===== src/tlic_pkg.sv =====
// Constants shared by the two-level interrupt controller.
package tlic_pkg;

	// ----------------------------------------------------------------
	// Sizes
	// ----------------------------------------------------------------
	localparam int unsigned NSRC     = 11;
	localparam int unsigned NEXT     = 2;
	localparam int unsigned NXSRC    = 4;
	localparam int unsigned SRC_W    = 4;
	localparam int unsigned REG_W    = 8;
	localparam int unsigned ADR_W    = 8;
	localparam int unsigned WB_DW    = 32;

	typedef logic [SRC_W-1:0] tlic_src_t;
	typedef logic [REG_W-1:0] tlic_byte_t;

	// ----------------------------------------------------------------
	// Register byte addresses
	// ----------------------------------------------------------------
	localparam logic [ADR_W-1:0] ADR_TIMER_CTRL = 8'h88;
	localparam logic [ADR_W-1:0] ADR_EXT_FLAG   = 8'h90;
	localparam logic [ADR_W-1:0] ADR_BASIC_EN   = 8'ha8;
	localparam logic [ADR_W-1:0] ADR_BASIC_PRI  = 8'hb8;
	localparam logic [ADR_W-1:0] ADR_EXT_CTRL   = 8'hd8;
	localparam logic [ADR_W-1:0] ADR_EXT_EN     = 8'he8;
	localparam logic [ADR_W-1:0] ADR_EXT_PRI    = 8'hf8;

	// ----------------------------------------------------------------
	// Field positions
	// ----------------------------------------------------------------
	localparam int unsigned TC_EXT0_TYPE  = 0;
	localparam int unsigned TC_EXT0_FLAG  = 1;
	localparam int unsigned TC_EXT1_TYPE  = 2;
	localparam int unsigned TC_EXT1_FLAG  = 3;
	localparam int unsigned TC_TIMER0     = 5;
	localparam int unsigned TC_TIMER1     = 7;
	localparam int unsigned BE_GLOBAL     = 7;
	localparam int unsigned EXF_LSB       = 4;
	localparam int unsigned XC_WAKE       = 3;
	localparam int unsigned BASIC_SRCS    = 6;
	localparam int unsigned EXT_SRCS      = 5;

	// ----------------------------------------------------------------
	// Reserved read values, write masks and reset values
	// ----------------------------------------------------------------
	localparam tlic_byte_t EXT_EN_RSVD     = 8'he0;
	localparam tlic_byte_t EXT_PRI_RSVD    = 8'he0;
	localparam tlic_byte_t BASIC_PRI_RSVD  = 8'h80;
	localparam tlic_byte_t EXT_FLAG_RSVD   = 8'h08;
	localparam tlic_byte_t EXT_CTRL_RSVD   = 8'h40;
	localparam tlic_byte_t BASIC_EN_WMASK  = 8'hbf;
	localparam tlic_byte_t BASIC_PRI_WMASK = 8'h3f;
	localparam tlic_byte_t EXT_WMASK       = 8'h1f;
	localparam tlic_byte_t REG_RESET       = 8'h00;

	// ----------------------------------------------------------------
	// Source indices in natural order and their vectors
	// ----------------------------------------------------------------
	localparam tlic_src_t SRC_EXT0 = 4'h0;
	localparam tlic_src_t SRC_TMR0 = 4'h1;
	localparam tlic_src_t SRC_EXT1 = 4'h2;
	localparam tlic_src_t SRC_TMR1 = 4'h3;
	localparam tlic_src_t SRC_SER  = 4'h4;
	localparam tlic_src_t SRC_TMR2 = 4'h5;
	localparam tlic_src_t SRC_ADC  = 4'h6;
	localparam tlic_src_t SRC_SPI  = 4'h7;
	localparam tlic_src_t SRC_RAD1 = 4'h8;
	localparam tlic_src_t SRC_RAD2 = 4'h9;
	localparam tlic_src_t SRC_WAKE = 4'ha;

	localparam tlic_byte_t VEC_EXT0 = 8'h03;
	localparam tlic_byte_t VEC_TMR0 = 8'h0b;
	localparam tlic_byte_t VEC_EXT1 = 8'h13;
	localparam tlic_byte_t VEC_TMR1 = 8'h1b;
	localparam tlic_byte_t VEC_SER  = 8'h23;
	localparam tlic_byte_t VEC_TMR2 = 8'h2b;
	localparam tlic_byte_t VEC_ADC  = 8'h43;
	localparam tlic_byte_t VEC_SPI  = 8'h4b;
	localparam tlic_byte_t VEC_RAD1 = 8'h53;
	localparam tlic_byte_t VEC_RAD2 = 8'h5b;
	localparam tlic_byte_t VEC_WAKE = 8'h63;
	localparam tlic_byte_t VEC_NONE = 8'h00;

endpackage : tlic_pkg


===== src/tlic_top.sv =====
// Two-level interrupt controller with a classic Wishbone register slave.
// Function
// - Wakeup enable bit gates wakeup interrupt.
// - Extended enable bits gate radio, SPI, ADC.
// - Extended enable/priority top three bits read one.
// - Extended priority bit four sets wakeup level.
// - Extended priority bits set radio, SPI, ADC level.
// - Accepted interrupt vectors CPU to fixed address.
// - Each source has its fixed vector address.
// - Same level ties resolved by natural order.
// - High level beats every low level request.
// - Preemption only by strictly higher level.
// - After return or mask write, one more instruction.
// - Return from interrupt releases active level.
// - Global enable bit masks all sources.
// - Extended pending flags and wakeup flag positions.
// - Timer and serial flags act as requests.
// - External pins sampled once per instruction cycle.
// - External pins active low, type bit selects.
// - Level type: flag set while pin low.
// - Edge type: flag set on high-then-low samples.
// - Extended flags set on rise, software clears.
// - Uncleared wakeup flag requests interrupt again.
// - Basic enable and priority bits for six sources.
//
// Local design decision: the Wishbone slave port.
`timescale 1ns/1ps
`default_nettype none

module tlic_top (
	// Clock and reset
	input  wire logic                         clk_sys,
	input  wire logic                         arst_n,
	// Wishbone slave
	input  wire logic                         wb_cyc_i,
	input  wire logic                         wb_stb_i,
	input  wire logic                         wb_we_i,
	input  wire logic [tlic_pkg::ADR_W-1:0]   wb_adr_i,
	input  wire logic [3:0]                   wb_sel_i,
	input  wire logic [tlic_pkg::WB_DW-1:0]   wb_dat_i,
	output logic      [tlic_pkg::WB_DW-1:0]   wb_dat_o,
	output logic                              wb_ack_o,
	// CPU core
	input  wire logic                         fourth_clock_phase,
	input  wire logic                         instr_done_i,
	input  wire logic                         irq_take_i,
	input  wire logic                         reti_i,
	output logic                              irq_req_o,
	output logic      [tlic_pkg::REG_W-1:0]   irq_vector_o,
	output logic                              irq_level_o,
	// External pins, active low
	input  wire logic                         ext_irq0_pin_n,
	input  wire logic                         ext_irq1_pin_n,
	// On-chip sources
	input  wire logic                         timer0_flag_i,
	input  wire logic                         timer1_flag_i,
	input  wire logic                         serial_flag_i,
	input  wire logic                         timer2_flag_i,
	input  wire logic                         adc_eoc_i,
	input  wire logic                         spi_ready_i,
	input  wire logic                         radio_ready_one_i,
	input  wire logic                         radio_ready_two_i,
	input  wire logic                         wakeup_evt_i
);
	import tlic_pkg::*;

	// ----------------------------------------------------------------
	// Helper functions
	// ----------------------------------------------------------------

	// Lowest set index of a request mask, which is the natural winner.
	function automatic tlic_src_t pick_lowest(input logic [NSRC-1:0] m);
		tlic_src_t r;
		r = SRC_EXT0;
		for (int i = NSRC - 1; i >= 0; i--) begin
			if (m[i]) begin
				r = tlic_src_t'(i);
			end
		end
		return r;
	endfunction : pick_lowest

	// Fixed service routine address of each source.
	function automatic tlic_byte_t vec_of(input tlic_src_t s);
		tlic_byte_t v;
		v = VEC_NONE;
		unique case (s)
			SRC_EXT0: v = VEC_EXT0;
			SRC_TMR0: v = VEC_TMR0;
			SRC_EXT1: v = VEC_EXT1;
			SRC_TMR1: v = VEC_TMR1;
			SRC_SER:  v = VEC_SER;
			SRC_TMR2: v = VEC_TMR2;
			SRC_ADC:  v = VEC_ADC;
			SRC_SPI:  v = VEC_SPI;
			SRC_RAD1: v = VEC_RAD1;
			SRC_RAD2: v = VEC_RAD2;
			SRC_WAKE: v = VEC_WAKE;
			default:  v = VEC_NONE;
		endcase
		return v;
	endfunction : vec_of

	// ----------------------------------------------------------------
	// Declarations
	// ----------------------------------------------------------------
	tlic_byte_t             basic_enable_register_q;
	tlic_byte_t             basic_priority_register_q;
	tlic_byte_t             extended_interrupt_enable_q;
	tlic_byte_t             extended_interrupt_priority_q;
	logic [NEXT-1:0]        pin_meta_q;
	logic [NEXT-1:0]        pin_sync_q;
	logic [NEXT-1:0]        pin_prev_q;
	logic [NEXT-1:0]        ext_type_q;
	logic [NEXT-1:0]        ext_flag_q;
	logic [NXSRC-1:0]       xsrc_prev_q;
	logic [NXSRC-1:0]       xflag_q;
	logic                   wake_flag_q;
	logic                   ack_q;
	logic [WB_DW-1:0]       dat_q;
	logic                   hold_q;
	logic                   act_hi_q;
	logic                   act_lo_q;
	logic                   req_q;
	logic                   lvl_q;
	tlic_src_t              src_q;
	tlic_byte_t             vec_q;
	logic                   wb_req;
	logic                   wr_en;
	tlic_byte_t             wdat;
	tlic_byte_t             rd_byte;
	logic                   mask_wr;
	logic                   hold_ev;
	logic                   global_en;
	logic [NXSRC-1:0]       xsrc_now;
	logic [NXSRC-1:0]       xrise;
	logic [NEXT-1:0]        ext_fall;
	logic [NSRC-1:0]        pend;
	logic [NSRC-1:0]        en_all;
	logic [NSRC-1:0]        lvl_all;
	logic [NSRC-1:0]        cand_hi;
	logic [NSRC-1:0]        cand_lo;

	// ----------------------------------------------------------------
	// Wishbone slave
	// ----------------------------------------------------------------

	// A request is answered one cycle after it appears, then ack drops.
	// Writes land at the edge where the master samples ack, while the request still stands.
	assign wb_req  = wb_cyc_i & wb_stb_i & ~ack_q;
	assign wr_en   = wb_cyc_i & wb_stb_i & ack_q & wb_we_i & wb_sel_i[0];
	assign wdat    = wb_dat_i[REG_W-1:0];
	assign mask_wr = wr_en & ((wb_adr_i == ADR_BASIC_EN) | (wb_adr_i == ADR_BASIC_PRI)
		| (wb_adr_i == ADR_EXT_EN) | (wb_adr_i == ADR_EXT_PRI));

	// Read multiplexer; unmapped addresses read zero and still ack.
	always_comb begin
		rd_byte = REG_RESET;
		unique case (wb_adr_i)
			ADR_TIMER_CTRL: begin
				rd_byte               = REG_RESET;
				rd_byte[TC_EXT0_TYPE] = ext_type_q[0];
				rd_byte[TC_EXT0_FLAG] = ext_flag_q[0];
				rd_byte[TC_EXT1_TYPE] = ext_type_q[1];
				rd_byte[TC_EXT1_FLAG] = ext_flag_q[1];
				rd_byte[TC_TIMER0]    = timer0_flag_i;
				rd_byte[TC_TIMER1]    = timer1_flag_i;
			end
			ADR_EXT_FLAG: rd_byte = {xflag_q, REG_RESET[EXF_LSB-1:0]} | EXT_FLAG_RSVD;
			ADR_EXT_CTRL: begin
				rd_byte          = EXT_CTRL_RSVD;
				rd_byte[XC_WAKE] = wake_flag_q;
			end
			ADR_BASIC_EN:  rd_byte = basic_enable_register_q;
			ADR_BASIC_PRI: rd_byte = basic_priority_register_q | BASIC_PRI_RSVD;
			ADR_EXT_EN:    rd_byte = extended_interrupt_enable_q | EXT_EN_RSVD;
			ADR_EXT_PRI:   rd_byte = extended_interrupt_priority_q | EXT_PRI_RSVD;
			default:       rd_byte = REG_RESET;
		endcase
	end

	// Acknowledge and registered read data.
	always_ff @(posedge clk_sys or negedge arst_n) begin
		if (!arst_n) begin
			ack_q <= 1'b0;
			dat_q <= '0;
		end else begin
			ack_q <= wb_req;
			dat_q <= (wb_req & ~wb_we_i) ? {{(WB_DW - REG_W){1'b0}}, rd_byte} : '0;
		end
	end

	assign wb_ack_o = ack_q;
	assign wb_dat_o = dat_q;

	// ----------------------------------------------------------------
	// Enable and priority registers
	// ----------------------------------------------------------------

	// All writable enable and level bits start cleared.
	always_ff @(posedge clk_sys or negedge arst_n) begin
		if (!arst_n) begin
			basic_enable_register_q       <= REG_RESET;
			basic_priority_register_q     <= REG_RESET;
			extended_interrupt_enable_q   <= REG_RESET;
			extended_interrupt_priority_q <= REG_RESET;
		end else if (wr_en) begin
			if (wb_adr_i == ADR_BASIC_EN) begin
				basic_enable_register_q <= wdat & BASIC_EN_WMASK;
			end
			if (wb_adr_i == ADR_BASIC_PRI) begin
				basic_priority_register_q <= wdat & BASIC_PRI_WMASK;
			end
			if (wb_adr_i == ADR_EXT_EN) begin
				extended_interrupt_enable_q <= wdat & EXT_WMASK;
			end
			if (wb_adr_i == ADR_EXT_PRI) begin
				extended_interrupt_priority_q <= wdat & EXT_WMASK;
			end
		end
	end

	// ----------------------------------------------------------------
	// External pins
	// ----------------------------------------------------------------

	// Two-flop synchronisers; only the second stage is looked at.
	always_ff @(posedge clk_sys or negedge arst_n) begin
		if (!arst_n) begin
			pin_meta_q <= '1;
			pin_sync_q <= '1;
		end else begin
			pin_meta_q <= {ext_irq1_pin_n, ext_irq0_pin_n};
			pin_sync_q <= pin_meta_q;
		end
	end

	// Edge-type pins whose last sample was high and whose current one is low.
	assign ext_fall = ext_type_q & pin_prev_q & ~pin_sync_q;

	// Type bits and pending flags; a pin is sampled only on the phase strobe.
	always_ff @(posedge clk_sys or negedge arst_n) begin
		if (!arst_n) begin
			pin_prev_q <= '1;
			ext_type_q <= '0;
			ext_flag_q <= '0;
		end else begin
			if (fourth_clock_phase) begin
				pin_prev_q <= pin_sync_q;
			end
			if (wr_en && wb_adr_i == ADR_TIMER_CTRL) begin
				ext_type_q[0] <= wdat[TC_EXT0_TYPE];
				ext_type_q[1] <= wdat[TC_EXT1_TYPE];
			end
			for (int i = 0; i < NEXT; i++) begin
				if (fourth_clock_phase && !ext_type_q[i]) begin
					ext_flag_q[i] <= ~pin_sync_q[i];
				end else if (fourth_clock_phase && pin_prev_q[i] && !pin_sync_q[i]) begin
					ext_flag_q[i] <= 1'b1;
				end else if (irq_take_i && ext_type_q[i]
					&& src_q == (i == 0 ? SRC_EXT0 : SRC_EXT1)) begin
					ext_flag_q[i] <= 1'b0;
				end else if (wr_en && wb_adr_i == ADR_TIMER_CTRL) begin
					ext_flag_q[i] <= wdat[i == 0 ? TC_EXT0_FLAG : TC_EXT1_FLAG];
				end
			end
		end
	end

	// ----------------------------------------------------------------
	// Extended source flags
	// ----------------------------------------------------------------
	assign xsrc_now = {radio_ready_two_i, radio_ready_one_i, spi_ready_i, adc_eoc_i};
	assign xrise    = xsrc_now & ~xsrc_prev_q;

	// Rising edges set the extended flags, a high wakeup event sets the wakeup flag; a set in the same cycle beats a clear.
	always_ff @(posedge clk_sys or negedge arst_n) begin
		if (!arst_n) begin
			xsrc_prev_q <= '0;
			xflag_q     <= '0;
			wake_flag_q <= 1'b0;
		end else begin
			xsrc_prev_q <= xsrc_now;
			if (wr_en && wb_adr_i == ADR_EXT_FLAG) begin
				xflag_q <= xrise | wdat[REG_W-1:EXF_LSB];
			end else begin
				xflag_q <= xrise | xflag_q;
			end
			if (wr_en && wb_adr_i == ADR_EXT_CTRL) begin
				wake_flag_q <= wakeup_evt_i | wdat[XC_WAKE];
			end else begin
				wake_flag_q <= wakeup_evt_i | wake_flag_q;
			end
		end
	end

	// ----------------------------------------------------------------
	// Masking and arbitration
	// ----------------------------------------------------------------

	// Pending, enable and level vectors in natural order.
	assign pend      = {wake_flag_q, xflag_q, timer2_flag_i, serial_flag_i, timer1_flag_i,
		ext_flag_q[1], timer0_flag_i, ext_flag_q[0]};
	assign en_all    = {extended_interrupt_enable_q[EXT_SRCS-1:0],
		basic_enable_register_q[BASIC_SRCS-1:0]};
	assign lvl_all   = {extended_interrupt_priority_q[EXT_SRCS-1:0],
		basic_priority_register_q[BASIC_SRCS-1:0]};
	assign global_en = basic_enable_register_q[BE_GLOBAL];

	// Only a strictly higher level may preempt the running routine.
	assign cand_hi = (global_en && !act_hi_q) ? (pend & en_all & lvl_all) : '0;
	assign cand_lo = (global_en && !act_hi_q && !act_lo_q)
		? (pend & en_all & ~lvl_all) : '0;

	// Return or mask writes delay service by one extra instruction.
	assign hold_ev = reti_i | mask_wr;

	always_ff @(posedge clk_sys or negedge arst_n) begin
		if (!arst_n) begin
			hold_q <= 1'b0;
		end else if (hold_ev) begin
			hold_q <= 1'b1;
		end else if (instr_done_i) begin
			hold_q <= 1'b0;
		end
	end

	// Request decided at each instruction boundary, high level first.
	always_ff @(posedge clk_sys or negedge arst_n) begin
		if (!arst_n) begin
			req_q <= 1'b0;
			lvl_q <= 1'b0;
			src_q <= SRC_EXT0;
			vec_q <= VEC_NONE;
		end else if (irq_take_i) begin
			req_q <= 1'b0;
		end else if (instr_done_i) begin
			if (hold_q || hold_ev) begin
				req_q <= 1'b0;
			end else if (|cand_hi) begin
				req_q <= 1'b1;
				lvl_q <= 1'b1;
				src_q <= pick_lowest(cand_hi);
				vec_q <= vec_of(pick_lowest(cand_hi));
			end else if (|cand_lo) begin
				req_q <= 1'b1;
				lvl_q <= 1'b0;
				src_q <= pick_lowest(cand_lo);
				vec_q <= vec_of(pick_lowest(cand_lo));
			end else begin
				req_q <= 1'b0;
			end
		end else if (!global_en) begin
			req_q <= 1'b0;
		end
	end

	// Active levels: taken on acceptance, the top one freed on return.
	always_ff @(posedge clk_sys or negedge arst_n) begin
		if (!arst_n) begin
			act_hi_q <= 1'b0;
			act_lo_q <= 1'b0;
		end else if (irq_take_i && req_q) begin
			if (lvl_q) begin
				act_hi_q <= 1'b1;
			end else begin
				act_lo_q <= 1'b1;
			end
		end else if (reti_i) begin
			if (act_hi_q) begin
				act_hi_q <= 1'b0;
			end else begin
				act_lo_q <= 1'b0;
			end
		end
	end

	assign irq_req_o    = req_q;
	assign irq_vector_o = vec_q;
	assign irq_level_o  = lvl_q;
endmodule : tlic_top

`default_nettype wire


===== config.mk =====
export PLATFORM = sky130hd
export DESIGN_NAME = tlic_top
export DESIGN_NICKNAME = d
export VERILOG_FILES = /design/src/tlic_pkg.sv /design/src/tlic_top.sv
export SDC_FILE = /design/constraint.sdc
export NUM_CORES = 1
export LEC_CHECK = 0
export BUFFER_PORTS_ARGS = -buffer_cell sky130_fd_sc_hd__buf_2
export CAP_MARGIN = 10
export CORE_MARGIN = 5
export CORE_UTILIZATION = 25
export DETAILED_ROUTE_END_ITERATION = 10
export GPL_TIMING_DRIVEN = 0
export SLEW_MARGIN = 40
export SYNTH_ARGS = -nofsm -noshare
export SYNTH_HDL_FRONTEND = slang
export SYNTH_SLANG_ARGS = --single-unit

===== constraint.sdc =====
create_clock -name clk_sys -period 2.4 [get_ports clk_sys]
set_clock_uncertainty 0.2 [all_clocks]
set_input_delay 0.12 -clock clk_sys [delete_from_list [all_inputs] [get_ports clk_sys]]
set_output_delay 0.12 -clock clk_sys [all_outputs]
set_load 0.05 [all_outputs]

==> reports/metrics.yaml <==
status: "finished, final reports clean"
fin_crit_ns: 2.33
cts_tree: "done"
async_reset_ff_share_pct: 100
hp-class: "in2reg"
grt_max_degree: 34
startpoint_type: "flip-flop"
endpoint_kind: "flip-flop"
setup_viol: 0
drc: 0
holdPathEnd: "wb_dat_o[3]$_DFF_PN0_"
pin_count: 107
syn_to_final_growth_pct: 38.2
final_nets: 510
cts-root-buf: "clkbuf_16"
power.total_w: 0.00277
dp_slack_ns: -0.193
synth-main-ff-cell: "dfrtp_1"
grt_util_all_layers_pct: 12.0
synth_cells: 321
routabilityCongestion: 0.857
crit_fanout: 8
required_ns: 2.46
vias: 3003
initial_core_util_pct: 25.6
hpwlAfterDp_um: 7200
h-tree-depth: 3
drv_cap: 0
r2r_start: "basic_enable_register_q[7]$_DFFE_PN0P_"
synth_edf_count: 0
hold_violations: 0
dr.first_iter.drc_count: 200
syn_area_per_cell_um2: 11.1
reg2reg_slack_ns: 0.07
whs_path_depth: 5
ys_seq_area_share_pct: 46.1
grt_overflow_total: 0
power.density_nw_per_um2: 564
vias_per_cell: 4.76
io_buffers: 53
worstReg2RegEnd: "irq_vector_o[5]$_DFFE_PN0P_"
clk_latency_ns: 0.34
rsz0062_at_grt: "no"
drive_gt1_share_pct: 35.3
hp-start: "wb_cyc_i"
dieArea_um2: 16700
fillers: 1413
fin_crit_sh_pct: 96.9
tightest_slew_ns: 0.827
fin_ws_ns: 0.0743
cellLeakagePower_nw: 2.32
die_h_um: 129
slew_headroom_pct: 44.7
cts_buffer_depth: 2
fin_tns_setup_ns: 0
rows: 43
core_area_um2: 13900
ff2ff_path_depth: 6
vdd_drop_max_mv: 0.380
die_x_um: 129
first_global_vias: 2825
synth_cell_types: 73
routed_wl_um: 9770
antenna_cells: 0
ys_warn_count: 0
path_clk_slew_ns: 0.06
grt_pass1_wl_um: 15500
cts_sinks: 65
cp.arrival_ns: 2.39
fin_util_pct: 35.3
syn_area_um2: 3550
wire_per_inst_um: 15.5
ant_nets: 0
ys_ff_latch: 65
drtPass1Iterations: 5
numCtsBuffers: 9
antenna_found_initial: 0
drv_slew: 0
fmax_ghz: 0.430
path_class: "reg2reg"
-- sequential cells by signal (all words and copies together), names as in the netlist, 2 cells and up --
| register | cells |
|---|---|
| xflag_q | 4 |
| ext_type_q | 2 |
| extended_interrupt_priority_q | 5 |
| extended_interrupt_enable_q | 5 |
| pin_prev_q | 2 |
| basic_enable_register_q | 7 |
| xsrc_prev_q | 4 |
| wb_dat_o | 8 |
| ext_flag_q | 2 |
| basic_priority_register_q | 6 |
| pin_sync_q | 2 |
| irq_vector_o | 5 |
| pin_meta_q | 2 |
| src_q | 4 |
-- how the worst max path moves through the flow --
stage | startpoint | endpoint | cells past startpoint | slack [ns]
2_1_floorplan | wb_ack_o$_DFF_PN0_ | extended_interrupt_priority_q[0]$_DFFE_PN0P_ | 6 | 0.16
3_3_place_gp | ext_flag_q[1]$_DFFE_PN0P_ | src_q[1]$_DFFE_PN0P_ | 5 | -0.21
6_report | basic_enable_register_q[7]$_DFFE_PN0P_ | irq_vector_o[5]$_DFFE_PN0P_ | 6 | 0.07
3_5_place_dp | ext_flag_q[1]$_DFFE_PN0P_ | irq_vector_o[6]$_DFFE_PN0P_ | 5 | -0.19
4_1_cts | ext_flag_q[1]$_DFFE_PN0P_ | src_q[1]$_DFFE_PN0P_ | 5 | 0.004
5_1_grt | basic_priority_register_q[5]$_DFFE_PN0P_ | src_q[2]$_DFFE_PN0P_ | 6 | 0.006
-- layer usage --
metal | vias to the layer above | routed length (um) | GRT usage, %
met5 | - | 0 | 0
met4 | 0 | 155 | 4.01
met3 | 14 | 793 | 3.38
met2 | 114 | 4330 | 17.7
met1 | 1477 | 4490 | 16.9
li1 | 1398 | - | -
-- layout by cell type, fill, tap and decap left out, types with 4 or more instances in the layout --
| cell | instances |
|---|---|
| a21oi_1 | 8 |
| a22oi_1 | 4 |
| a31oi_1 | 5 |
| and3_1 | 4 |
| buf_2 | 55 |
| buf_4 | 36 |
| clkbuf_16 | 9 |
| conb_1 | 26 |
| dfrtp_1 | 56 |
| dfstp_2 | 6 |
| dlygate4sd3_1 | 26 |
| inv_1 | 9 |
| inv_6 | 4 |
| mux2_1 | 28 |
| mux2i_1 | 6 |
| mux4_2 | 5 |
| nand2_1 | 22 |
| nand2b_1 | 4 |
| nand3_1 | 12 |
| nand3b_1 | 10 |
| nor2_1 | 20 |
| nor3_1 | 6 |
| o21ai_0 | 9 |
| o21ai_1 | 4 |
-- through the flow --
stage | hold slack [ns] | std cells | instance area (um^2)
finish | 0.0156 | 631 | 4900
global route | 0.0331 | 631 | 4900
CTS | 0.0307 | 623 | 4780
detailed placement | -0.106 | 580 | 4160
global placement | 0.0271 | 579 | 4130
floorplan | -0.376 | 346 | 3640
-- logic make-up (layout without fill, tap and decap cells) --
kind of cell | count (synthesis) | count (layout) | synth area share [%]
and+or+nand+nor | 107 | 107 | 17.6
buffers and inverters | 43 | 148 | 7.69
muxes | 41 | 41 | 14.4
other | 1 | 26 | 0.106
AOI/OAI and AO/OA | 64 | 64 | 14.2
DFF | 65 | 65 | 46.1
-- cells in the mapped netlist, types with 3 or more instances --
library cell  instances  area share [%]
dfrtp_1              59              42
mux2_1               28             8.9
buf_4                27             5.7
nand2_1              23             2.4
nor2_1               20             2.1
nand3_1              13             1.8
nand3b_1             10             2.1
inv_1                 9            0.95
o21ai_0               9             1.3
a21oi_1               8             1.1
dfstp_2               6             4.4
mux2i_1               6             1.7
nor3_1                6            0.85
a31oi_1               5            0.88
mux4_2                5             3.2
nand2b_1              5            0.88
a22oi_1               4            0.85
and3_1                4            0.71
o21ai_1               4            0.56
a221oi_1              3            0.74
nor2b_1               3            0.53
o22ai_1               3            0.53
-- repair_timing --
action	4_1_cts	5_1_grt
endpoints found under the hold margin	118	0
hold buffers	26	0
pin swaps	0	2
gates cloned	0	1
resized for setup	6	10
setup endpoints to repair	10	9
buffers inserted	1	7
-- report_power, final --
group / switching [W] / internal (W) / total, W
Combinational: 0.000172 / 0.000101 / 0.000272
Sequential: 0.0000110 / 0.00112 / 0.00113
Clock: 0.000541 / 0.000825 / 0.00137
Total: 0.000724 / 0.00204 / 0.00277
-- worst max-delay path: stages (launching register included) --
cell	delay, ns
dfrtp_2	0.48
and4b_2	0.26
a22o_4	0.26
a21oi_4	0.16
or3b_1	0.40
o32a_1	0.38
o21ai_2	0.11
-- area by class of cell --
class                           count  area, um^2  share of cell area, %
Multi-Input combinational cell    238        1850                   37.6
Clock buffer                        9         225                   4.59
Sequential cell                    65        1640                   33.4
Tap cell                          180         225                   4.59
Timing Repair Buffer               89         613                   12.5
Buffer                             33         235                   4.80
Clock inverter                      7        83.8                   1.71
Inverter                           10        37.5                  0.766
No activity file was read; power rests on OpenSTA's default activity.
